$ cat config.mk
export PLATFORM = sky130hd
export DESIGN_NAME = converter_setpoint_regs
export DESIGN_NICKNAME = d
export VERILOG_FILES = /design/src/inc/setpoint_pkg.sv /design/src/hw/converter_setpoint_regs.sv
export SDC_FILE = /design/constraint.sdc
export NUM_CORES = 1
export LEC_CHECK = 0
export BUFFER_PORTS_ARGS = -buffer_cell sky130_fd_sc_hd__buf_2
export CAP_MARGIN = 20
export CORE_MARGIN = 1
export CORE_UTILIZATION = 50
export CTS_CLUSTER_DIAMETER = 80
export DETAILED_ROUTE_END_ITERATION = 8
export PLACE_DENSITY = 0.79
export SLEW_MARGIN = 20
export SYNTH_ARGS = -nofsm -noshare
export SYNTH_HDL_FRONTEND = slang
export SYNTH_SLANG_ARGS = --single-unit
export TNS_END_PERCENT = 5
$ cat constraint.sdc
create_clock -name CLOCK -period 4.7 [get_ports CLOCK]
set_input_delay 0.47 -clock CLOCK [delete_from_list [all_inputs] [get_ports CLOCK]]
set_output_delay 0.47 -clock CLOCK [all_outputs]
set_load 0.005 [all_outputs]
$ cat src/inc/setpoint_pkg.sv
// constants for the converter setpoint register bank
package setpoint_pkg;

  // register addresses and reset values
  localparam logic [7:0] ADDR_OUTPUT_LEVEL = 8'h03;
  localparam logic [7:0] ADDR_TUNING       = 8'h05;
  localparam logic [7:0] RST_OUTPUT_LEVEL  = 8'h5c;
  localparam logic [7:0] RST_TUNING        = 8'h45;
  localparam logic [7:0] READ_UNMAPPED     = 8'h00;

  // tuning register field positions
  localparam int FIXED_FREQ_BIT = 7;
  localparam int FAST_START_BIT = 6;
  localparam int DISCH_MSB      = 5;
  localparam int DISCH_LSB      = 4;
  localparam int FLOOR_BIT      = 3;
  localparam int RAMP_MSB       = 2;
  localparam int RAMP_LSB       = 0;

  // output level scale, millivolts
  localparam logic [7:0]  LEVEL_LINEAR_MAX = 8'hb4;
  localparam logic [12:0] LEVEL_BASE_MV    = 13'h03e8;
  localparam logic [12:0] LEVEL_STEP_MV    = 13'h0019;
  localparam logic [12:0] LEVEL_CLAMP_MV   = 13'h157c;

  // soft-start current floor, milliamps; high level is twice this
  localparam logic [10:0] FLOOR_LOW_MA = 11'h1f4;

  // discharge strength, milliamps, per code 00..11
  localparam logic [6:0] DISCH_MA [4] = '{7'h00, 7'h22, 7'h43, 7'h64};

  // soft-start duration, microseconds, per code 000..111
  localparam logic [14:0] RAMP_US [8] = '{
    15'h0100, 15'h0200, 15'h0400, 15'h0780,
    15'h0e00, 15'h1d80, 15'h2580, 15'h5f00
  };

endpackage

$ cat src/hw/converter_setpoint_regs.sv
// setpoint and tuning register bank behind the serial target engine
`timescale 1ns/1ps

module converter_setpoint_regs (
  input  wire logic        CLOCK,
  input  wire logic        RESET,
  input  wire logic        CE,
  input  wire logic        WR_STROBE,
  input  wire logic        RD_REQ,
  input  wire logic [7:0]  REG_ADDR,
  input  wire logic [7:0]  WR_DATA,
  output logic      [7:0]  RD_DATA,
  output logic             RD_VALID,
  output logic      [7:0]  OUTPUT_LEVEL,
  output logic      [12:0] TARGET_MV,
  output logic             FORCED_FIXED_FREQUENCY,
  output logic             FAST_STARTUP_EN,
  output logic      [1:0]  DISCHARGE_STRENGTH_SEL,
  output logic      [6:0]  DISCHARGE_MA,
  output logic             STARTUP_CURRENT_FLOOR,
  output logic      [10:0] CURRENT_FLOOR_MA,
  output logic      [2:0]  SOFTSTART_DURATION_SEL,
  output logic      [14:0] SOFTSTART_US
);

  logic [7:0]  level_ff;
  logic [7:0]  nxt_level;
  logic [7:0]  tuning_ff;
  logic [7:0]  nxt_tuning;
  logic [12:0] target_ff;
  logic [12:0] nxt_target;
  logic [6:0]  disch_ma_ff;
  logic [6:0]  nxt_disch_ma;
  logic [10:0] floor_ma_ff;
  logic [10:0] nxt_floor_ma;
  logic [14:0] ramp_us_ff;
  logic [14:0] nxt_ramp_us;
  logic [7:0]  rd_data_ff;
  logic [7:0]  nxt_rd_data;
  logic        rd_valid_ff;
  logic        nxt_rd_valid;
  logic        wr_level;
  logic        wr_tuning;

  // the engine pulses WR_STROBE at the final ack's falling edge
  assign wr_level  = CE && WR_STROBE
                     && (REG_ADDR == setpoint_pkg::ADDR_OUTPUT_LEVEL);
  assign wr_tuning = CE && WR_STROBE
                     && (REG_ADDR == setpoint_pkg::ADDR_TUNING);

  // register contents and their decoded values
  always_comb begin
    nxt_level  = wr_level  ? WR_DATA : level_ff;
    nxt_tuning = wr_tuning ? WR_DATA : tuning_ff;
    // decodes follow the next value so they never lag the field
    if (nxt_level <= setpoint_pkg::LEVEL_LINEAR_MAX) begin
      nxt_target = 13'(setpoint_pkg::LEVEL_BASE_MV
                   + 13'(nxt_level) * setpoint_pkg::LEVEL_STEP_MV);
    end else begin
      nxt_target = setpoint_pkg::LEVEL_CLAMP_MV;
    end
    nxt_disch_ma = setpoint_pkg::DISCH_MA[
      nxt_tuning[setpoint_pkg::DISCH_MSB:setpoint_pkg::DISCH_LSB]];
    if (nxt_tuning[setpoint_pkg::FLOOR_BIT]) begin
      nxt_floor_ma = 11'(setpoint_pkg::FLOOR_LOW_MA << 1);
    end else begin
      nxt_floor_ma = setpoint_pkg::FLOOR_LOW_MA;
    end
    nxt_ramp_us = setpoint_pkg::RAMP_US[
      nxt_tuning[setpoint_pkg::RAMP_MSB:setpoint_pkg::RAMP_LSB]];
  end

  // read port: one cycle from request to data
  always_comb begin
    nxt_rd_data  = rd_data_ff;
    nxt_rd_valid = rd_valid_ff;
    if (CE) begin
      nxt_rd_valid = RD_REQ;
      if (RD_REQ) begin
        case (REG_ADDR)
          setpoint_pkg::ADDR_OUTPUT_LEVEL: nxt_rd_data = level_ff;
          setpoint_pkg::ADDR_TUNING:       nxt_rd_data = tuning_ff;
          default: nxt_rd_data = setpoint_pkg::READ_UNMAPPED;
        endcase
      end
    end
  end

  // reset is honoured even while CE is low so a frozen bank can be cleared
  always_ff @(posedge CLOCK) begin
    if (RESET) begin
      level_ff    <= setpoint_pkg::RST_OUTPUT_LEVEL;
      tuning_ff   <= setpoint_pkg::RST_TUNING;
      // decoded resets except the current floor follow the reset codes so the two cannot drift
      target_ff   <= 13'(setpoint_pkg::LEVEL_BASE_MV
                     + 13'(setpoint_pkg::RST_OUTPUT_LEVEL)
                     * setpoint_pkg::LEVEL_STEP_MV);
      disch_ma_ff <= setpoint_pkg::DISCH_MA[setpoint_pkg::RST_TUNING[
                       setpoint_pkg::DISCH_MSB:setpoint_pkg::DISCH_LSB]];
      floor_ma_ff <= setpoint_pkg::FLOOR_LOW_MA;
      ramp_us_ff  <= setpoint_pkg::RAMP_US[setpoint_pkg::RST_TUNING[
                       setpoint_pkg::RAMP_MSB:setpoint_pkg::RAMP_LSB]];
      rd_data_ff  <= 8'h00;
      rd_valid_ff <= 1'b0;
    end else begin
      level_ff    <= nxt_level;
      tuning_ff   <= nxt_tuning;
      target_ff   <= nxt_target;
      disch_ma_ff <= nxt_disch_ma;
      floor_ma_ff <= nxt_floor_ma;
      ramp_us_ff  <= nxt_ramp_us;
      rd_data_ff  <= nxt_rd_data;
      rd_valid_ff <= nxt_rd_valid;
    end
  end

  assign RD_DATA                = rd_data_ff;
  assign RD_VALID               = rd_valid_ff;
  assign OUTPUT_LEVEL           = level_ff;
  assign TARGET_MV              = target_ff;
  assign FORCED_FIXED_FREQUENCY =
    tuning_ff[setpoint_pkg::FIXED_FREQ_BIT];
  assign FAST_STARTUP_EN        =
    tuning_ff[setpoint_pkg::FAST_START_BIT];
  assign DISCHARGE_STRENGTH_SEL =
    tuning_ff[setpoint_pkg::DISCH_MSB:setpoint_pkg::DISCH_LSB];
  assign DISCHARGE_MA           = disch_ma_ff;
  assign STARTUP_CURRENT_FLOOR  = tuning_ff[setpoint_pkg::FLOOR_BIT];
  assign CURRENT_FLOOR_MA       = floor_ma_ff;
  assign SOFTSTART_DURATION_SEL =
    tuning_ff[setpoint_pkg::RAMP_MSB:setpoint_pkg::RAMP_LSB];
  assign SOFTSTART_US           = ramp_us_ff;
endmodule // converter_setpoint_regs

== After elaboration in Yosys (flattened, before gate mapping) ==
Memory sizes are Yosys's and may differ from the RTL's. A register that Yosys moved wholly into a read port is not among the register bits.
Index checks and enable logic that the tools add are counted.

* Add/subtract/negate cells: 1
* $mul: 1
* Magnitude comparators: 2
* Eq/ne operators: 2
* Multiplexer cells: 8
* Bitwise gates (word level): 3
* Reduce and logical (&&, ||, !) cells: 5

{| class="wikitable"
|+ Operators by type and width
! operator !! number
|-
| 8-bit one-hot mux with 2 select lines || 1
|-
| 7-bit binary-select mux with 2-bit select || 1
|-
| 7-bit two-way mux || 2
|-
| 10-bit by 13-bit adder with 13-bit output (first input constant) || 1
|-
| 8-bit by 5-bit multiplier with 13-bit output (second input constant) || 1
|-
| 13-bit two-way mux || 1
|-
| 10-bit two-way mux || 1
|-
| 8-bit by 2-bit == test with 1-bit output (second input constant) || 1
|-
| 8-bit by 3-bit == test with 1-bit output (second input constant) || 1
|-
| 8-bit <= comparator (second input constant) || 1
|-
| 8-bit two-way mux || 1
|-
| 6-bit two-way mux || 1
|-
| 3-bit NOT with 4-bit output || 1
|-
| 3-bit greater-or-equal comparator (second input constant) || 1
|-
| 1-bit logical AND || 3
|-
| 2-bit NOT with 3-bit output || 1
|-
| 2-bit AND reduction || 1
|-
| 2-bit OR reduction || 1
|-
| 1-bit NOT || 1
|}

* Register bits: 56
* Memory bits (read-only): 120
* Input port bits: 21
* Output and inout bits: 71
* Logic and storage cells: 32
* Memories: 1

{| class="wikitable"
|+ Memories
! name !! words !! width !! read ports !! clocked after Yosys merged registers in !! write ports !! line !! source
|-
| (no name shown) || 8 || 15 || 1 || 1 || 0 || converter_setpoint_regs.sv:69 || <nowiki>nxt_ramp_us = setpoint_pkg::RAMP_US[</nowiki>
|}

== Logic depth before layout (Yosys ltp) ==
* Depth in word-level cells: 7
* Gate-level depth with buffers: 15
* Gate-level depth less buffers: 14

== Worst setup path before layout ==
No wires, ideal clock.

* Path kind: input -> register
* Start point: input REG_ADDR[5]
* End point: register target_ff[11], in the netlist TARGET_MV[11]
* Library setup time: 0.114 ns
* Data arrival time: 3.874 ns
* Data required time: 4.586 ns
* Setup slack: 0.712 ns
* Cell stages on the path: 14
* Path buffers: 1
* Path through: nor4b_4 nand3_2 clkbuf_1 mux2i_1 inv_1 fa_1 ha_1 ha_1 fa_1 a211oi_1 o21bai_1 a21oi_1 xnor2_1 a21o_1

* Word-level cells in the longest chain between the ends: 6
* Elaborated cells on any way between the ends: 7
* Those cells by class: 1 x add/sub; 1 x mul; 1 x order compare; 1 x eq/ne; 2 x mux; 1 x reduce/logical

{| class="wikitable"
|+ RTL lines
! element !! line !! source
|-
| from (decl) || converter_setpoint_regs.sv:10 || <nowiki>input wire logic [7:0] REG_ADDR,</nowiki>
|-
| 8-bit by 2-bit == test with 1-bit output * || converter_setpoint_regs.sv:47 || <nowiki>&& (REG_ADDR == setpoint_pkg::ADDR_OUTPUT_LEVEL);</nowiki>
|-
| 1-bit logical AND * || converter_setpoint_regs.sv:47 ||
|-
| 8-bit two-way mux * || converter_setpoint_regs.sv:53 || <nowiki>nxt_level = wr_level ? WR_DATA : level_ff;</nowiki>
|-
| net nxt_level[5] || converter_setpoint_regs.sv:27 || <nowiki>logic [7:0] nxt_level;</nowiki>
|-
| 8-bit by 5-bit multiplier with 13-bit output || converter_setpoint_regs.sv:58 || <nowiki>+ 13'(nxt_level) * setpoint_pkg::LEVEL_STEP_MV);</nowiki>
|-
| 10-bit by 13-bit adder with 13-bit output || converter_setpoint_regs.sv:58 ||
|-
| 13-bit two-way mux * || converter_setpoint_regs.sv:56 || <nowiki>if (nxt_level <= setpoint_pkg::LEVEL_LINEAR_MAX) begin</nowiki>
|-
| to (signal assigned) || converter_setpoint_regs.sv:95 || <nowiki>target_ff <= 13'(setpoint_pkg::LEVEL_BASE_MV</nowiki>
|-
| to (signal assigned) || converter_setpoint_regs.sv:108 || <nowiki>target_ff <= nxt_target;</nowiki>
|-
| to (decl) || converter_setpoint_regs.sv:30 || <nowiki>logic [12:0] target_ff;</nowiki>
|}

Mark *: on every way through the listed nets, which the timed path passes. The rest lies on a longest branch.
A chain may end at the register's enable or synchronous reset.

== Worst setup path in the final report ==
* Start point: input REG_ADDR[5]
* End point: register target_ff[11], in the netlist TARGET_MV[11]

* Word-level cells in the longest chain between the ends: 6
* Elaborated cells on any way between the ends: 7
* Those cells by class: 1 x add/sub; 1 x mul; 1 x order compare; 1 x eq/ne; 2 x mux; 1 x reduce/logical

{| class="wikitable"
|+ RTL lines
! element !! line
|-
| 8-bit by 2-bit == test with 1-bit output * || converter_setpoint_regs.sv:47
|-
| 1-bit logical AND * || converter_setpoint_regs.sv:47
|-
| 8-bit two-way mux * || converter_setpoint_regs.sv:53
|-
| 8-bit by 5-bit multiplier with 13-bit output || converter_setpoint_regs.sv:58
|-
| 10-bit by 13-bit adder with 13-bit output || converter_setpoint_regs.sv:58
|-
| 13-bit two-way mux * || converter_setpoint_regs.sv:56
|}

Mark *: on every way between the ends. The rest lies on a longest branch, timed or not.

==> run_results.csv <==
group,metric,value,unit
clocking,cts_resized,0,
clocking,cts_buffers,5,
sta,skew,0.009516,ns
yosys,synth-edff-count,0,
setup_path,startpoint,"REG_ADDR[5]",
route,routed_wirelength,5.739,mm
yosys,synthTopCellsByArea,"dfxtp_1, ha_1, mux2i_1",
power,clockPowerShare,38.4,%
hold_path,min_from,"WR_DATA[7]",
placement,port_buffers,75,
yosys,synth-seq-cells,50,
yosys,ys_seq_area_share,34.97,%
die,die_area,6032,sq um
power,powerDensity,230.5,nW/um^2
setup_path,critPathSlowestCell,"fa_1",
die,die_y,77.67,um
sta,final.min_clock_period,4.057,ns
placement,hpwl,4.332,mm
setup_path,r2r_slack,1.33,ns
sta,setup_tns,0,ns
clocking,htreeDepth,2,
clocking,cts_setup_buffers,0,
sta,worst_pin_slew,0.8071,ns
sta,max_freq,0.2465,GHz
final_layout,fill_cells,487,
power,peakVddDrop,0.1438,mV
yosys,yosysTopAreaCellShare,34.97,%
final_layout,drive_gt1_share,25.54,%
clocking,clockBufferDepth,2,
yosys,synthCells,307,
yosys,synth.largest_area_cell,"dfxtp_1",
power,p_leak,0.001631,uW
yosys,async_flop_share,0,%
route,drtPass1Iterations,5,
sta,slew_violations,0,
yosys,yosysUniqueCellTypes,44,
sta,rsz0062_at_grt,"false",
yosys,syn_area,2863,sq um
sta,hold_viol_final,0,
hold_path,worst_hold_path_type,"primary input to flop",
route,drc_errors,0,
die,initial_core_util,51.99,%
grt,grt_pass1_vias,2084,
placement,gp_congestion,0.8751,
sta,min_period_over_period,86.31,%
setup_path,crit-reg2reg-launch,"OUTPUT_LEVEL[2]",
route,ant_nets,0,
clocking,insertion_delay,0.30,ns
setup_path,crit_path_max_incr_delay,0.46,ns
clocking,clk_pin_slew_worst_paths,0.08,ns
clocking,clock_sinks,50,
yosys,ys_warn_count,0,
grt,grt_usage,19.60,%
route,drtIter0Drc,88,
setup_path,ff2ff_path_depth,11,
sta,timing.hold.ws,0.4637,ns
sta,slew_headroom,46.20,%
die,die_x,77.67,um
grt,grt_overflow,0,
power,intPower,597.4,uW
hold_path,min_to,"tuning_ff[7]",
yosys,synth_top_cells_by_count,"dfxtp_1, ha_1, nor2_1",
yosys,yosys_most_used_dff,"dfxtp_1",
power,switching_share,21.49,%
power,p_sw,163.5,uW
route,drt-wirelength-per-cell,12.93,um
route,vias_per_cell,5.133,
power,combinationalPowerShare,5.7,%
grt,grt_max_degree,50,
setup_path,worstReg2RegEnd,"TARGET_MV[12]",
clocking,cts_tree,"yes",
setup_path,critPathMaxFanout,10,
final_layout,stdcell_count,444,
final_layout,num_antenna_cells,0,
die,core_area,5507,sq um
die,std_cell_rows,27,
placement,dp_cells,437,
sta,finalSetupViolations,0,
route,num_vias,2279,
yosys,postSynthAreaPerCell,9.325,sq um
setup_path,worstSetupEndpointType,"flop",
final_layout,final_nets,428,
power,p_seq_share,55.9,%
run,drv_cap,0,
status,status,"completed",
setup_path,path_cells,"buf_2, nor4b_4, nand3_2, buf_4, mux2i_1, xnor2_1, fa_1, ha_1, ha_1, fa_1, a211oi_1, o21bai_1, a21oi_1, xnor2_1, a21o_1",
final_layout,syn2layout_area_growth,15.30,%
setup_path,worstPathArrival,4.25,ns
grt,antenna_found_initial,0,
setup_path,worstSetupPathType,"primary input to flop",
setup_path,cp-start-kind,"primary input",
yosys,synth_most_common_cell,"dfxtp_1",
clocking,cts_hold_buf,0,
clocking,cts-root-buf,"clkbuf_8",
die,io_pins,92,
hold_path,holdPathStages,3,
grt,grt_pass1_wl,9.384,mm
setup_path,required,4.90,ns
-- cell type report --
| cell class | count | area (sq um) | share of cell area (%) |
|---|---|---|---|
| multi-input cells | 215 | 1622 | 49.13 |
| flip-flops and latches | 50 | 1001 | 30.33 |
| repair buffers | 78 | 397.9 | 12.05 |
| well taps | 72 | 90.09 | 2.729 |
| inverters | 22 | 82.58 | 2.502 |
| clock buffers | 5 | 68.82 | 2.085 |
| clock inverters | 2 | 38.79 | 1.175 |
-- metal layers --
layer / up-vias / wire, um / track usage (%)
li1: 1146 / - / -
met1: 1033 / 2591 / 24.76
met2: 93 / 2660 / 33.01
met3: 7 / 393 / 3.412
met4: 0 / 95 / 7.736
met5: - / 0 / 0
-- cell usage in the layout, fill, tap and decap left out, types with 3 or more instances in the layout --
cell      netlist  routed
buf_2           3      75
dfxtp_1        50      50
ha_1           31      31
nor2_1         26      26
inv_1          22      22
a21oi_1        20      20
mux2i_1        16      16
conb_1          2      16
nor3_1         11      11
nor2b_1         9       9
nand2_1         8       8
a22oi_1         8       8
nand2b_1        8       8
o21bai_1        6       6
xnor2_1         5       5
a21o_1          5       5
clkbuf_8        0       5
o21ai_0         4       4
a211oi_1        4       4
fa_1            4       4
xor2_1          3       3
nor3b_1         3       3
o211ai_1        3       3
buf_4          21       3
-- metrics by stage --
stage	setup slack, ns	utilization [%]	power [uW]	cell area (sq um)
detailed placement	0.3184	57.99	478.0	3193
global route	0.3492	59.94	794.9	3301
floorplan	0.7119	-	470.2	2915
finish	0.6434	59.94	760.9	3301
global placement	0.4373	57.99	477.4	3193
CTS	0.6216	59.94	771.9	3301
-- worst max-delay path, delay by kind of cell --
family	cells	cell delay, ns
adder cells (fa/ha/maj)	4	1.43
buffers and inverters	2	0.37
multiplexers	1	0.33
AO/OA/AOI/OAI	4	0.69
AND/OR/NAND/NOR	2	0.68
XOR/XNOR	2	0.27
-- power by group through the flow --
stage / logic (uW) / registers, uW / clock network, uW
after CTS: 43.2 / 425 / 304
after floorplan: 35.0 / 435 / 0
after global routing: 48.2 / 425 / 321
after global placement: 42.3 / 435 / 0
after detailed placement: 42.9 / 435 / 0
final: 43.7 / 425 / 292
-- sequential cells by signal (all words and copies together) (netlist names) --
register and count:
CURRENT_FLOOR_MA 1, RD_VALID 1, tuning_ff 8, SOFTSTART_US 8
RD_DATA 8, TARGET_MV 13, DISCHARGE_MA 3, OUTPUT_LEVEL 8
-- kinds of logic after synthesis --
logic type,count (synthesis),share of synthesized area [%]
mux,19,7.168
xor+xnor,8,2.448
simple gates,80,15.47
fa+ha+maj,35,16.35
other cells,2,0.2623
compound gates,57,13.11
flops,50,34.97
buf+inv,56,10.23
-- worst max-delay path by stage --
stage	end	slack [ns]	depth (start not counted)
CTS	TARGET_MV[12]	0.62	14
global route	TARGET_MV[11]	0.35	15
detailed placement	TARGET_MV[12]	0.32	14
finish	TARGET_MV[11]	0.64	15
floorplan	TARGET_MV[11]	0.71	14
global placement	TARGET_MV[12]	0.44	14
Note: power is estimated with default switching activity, not from simulation.
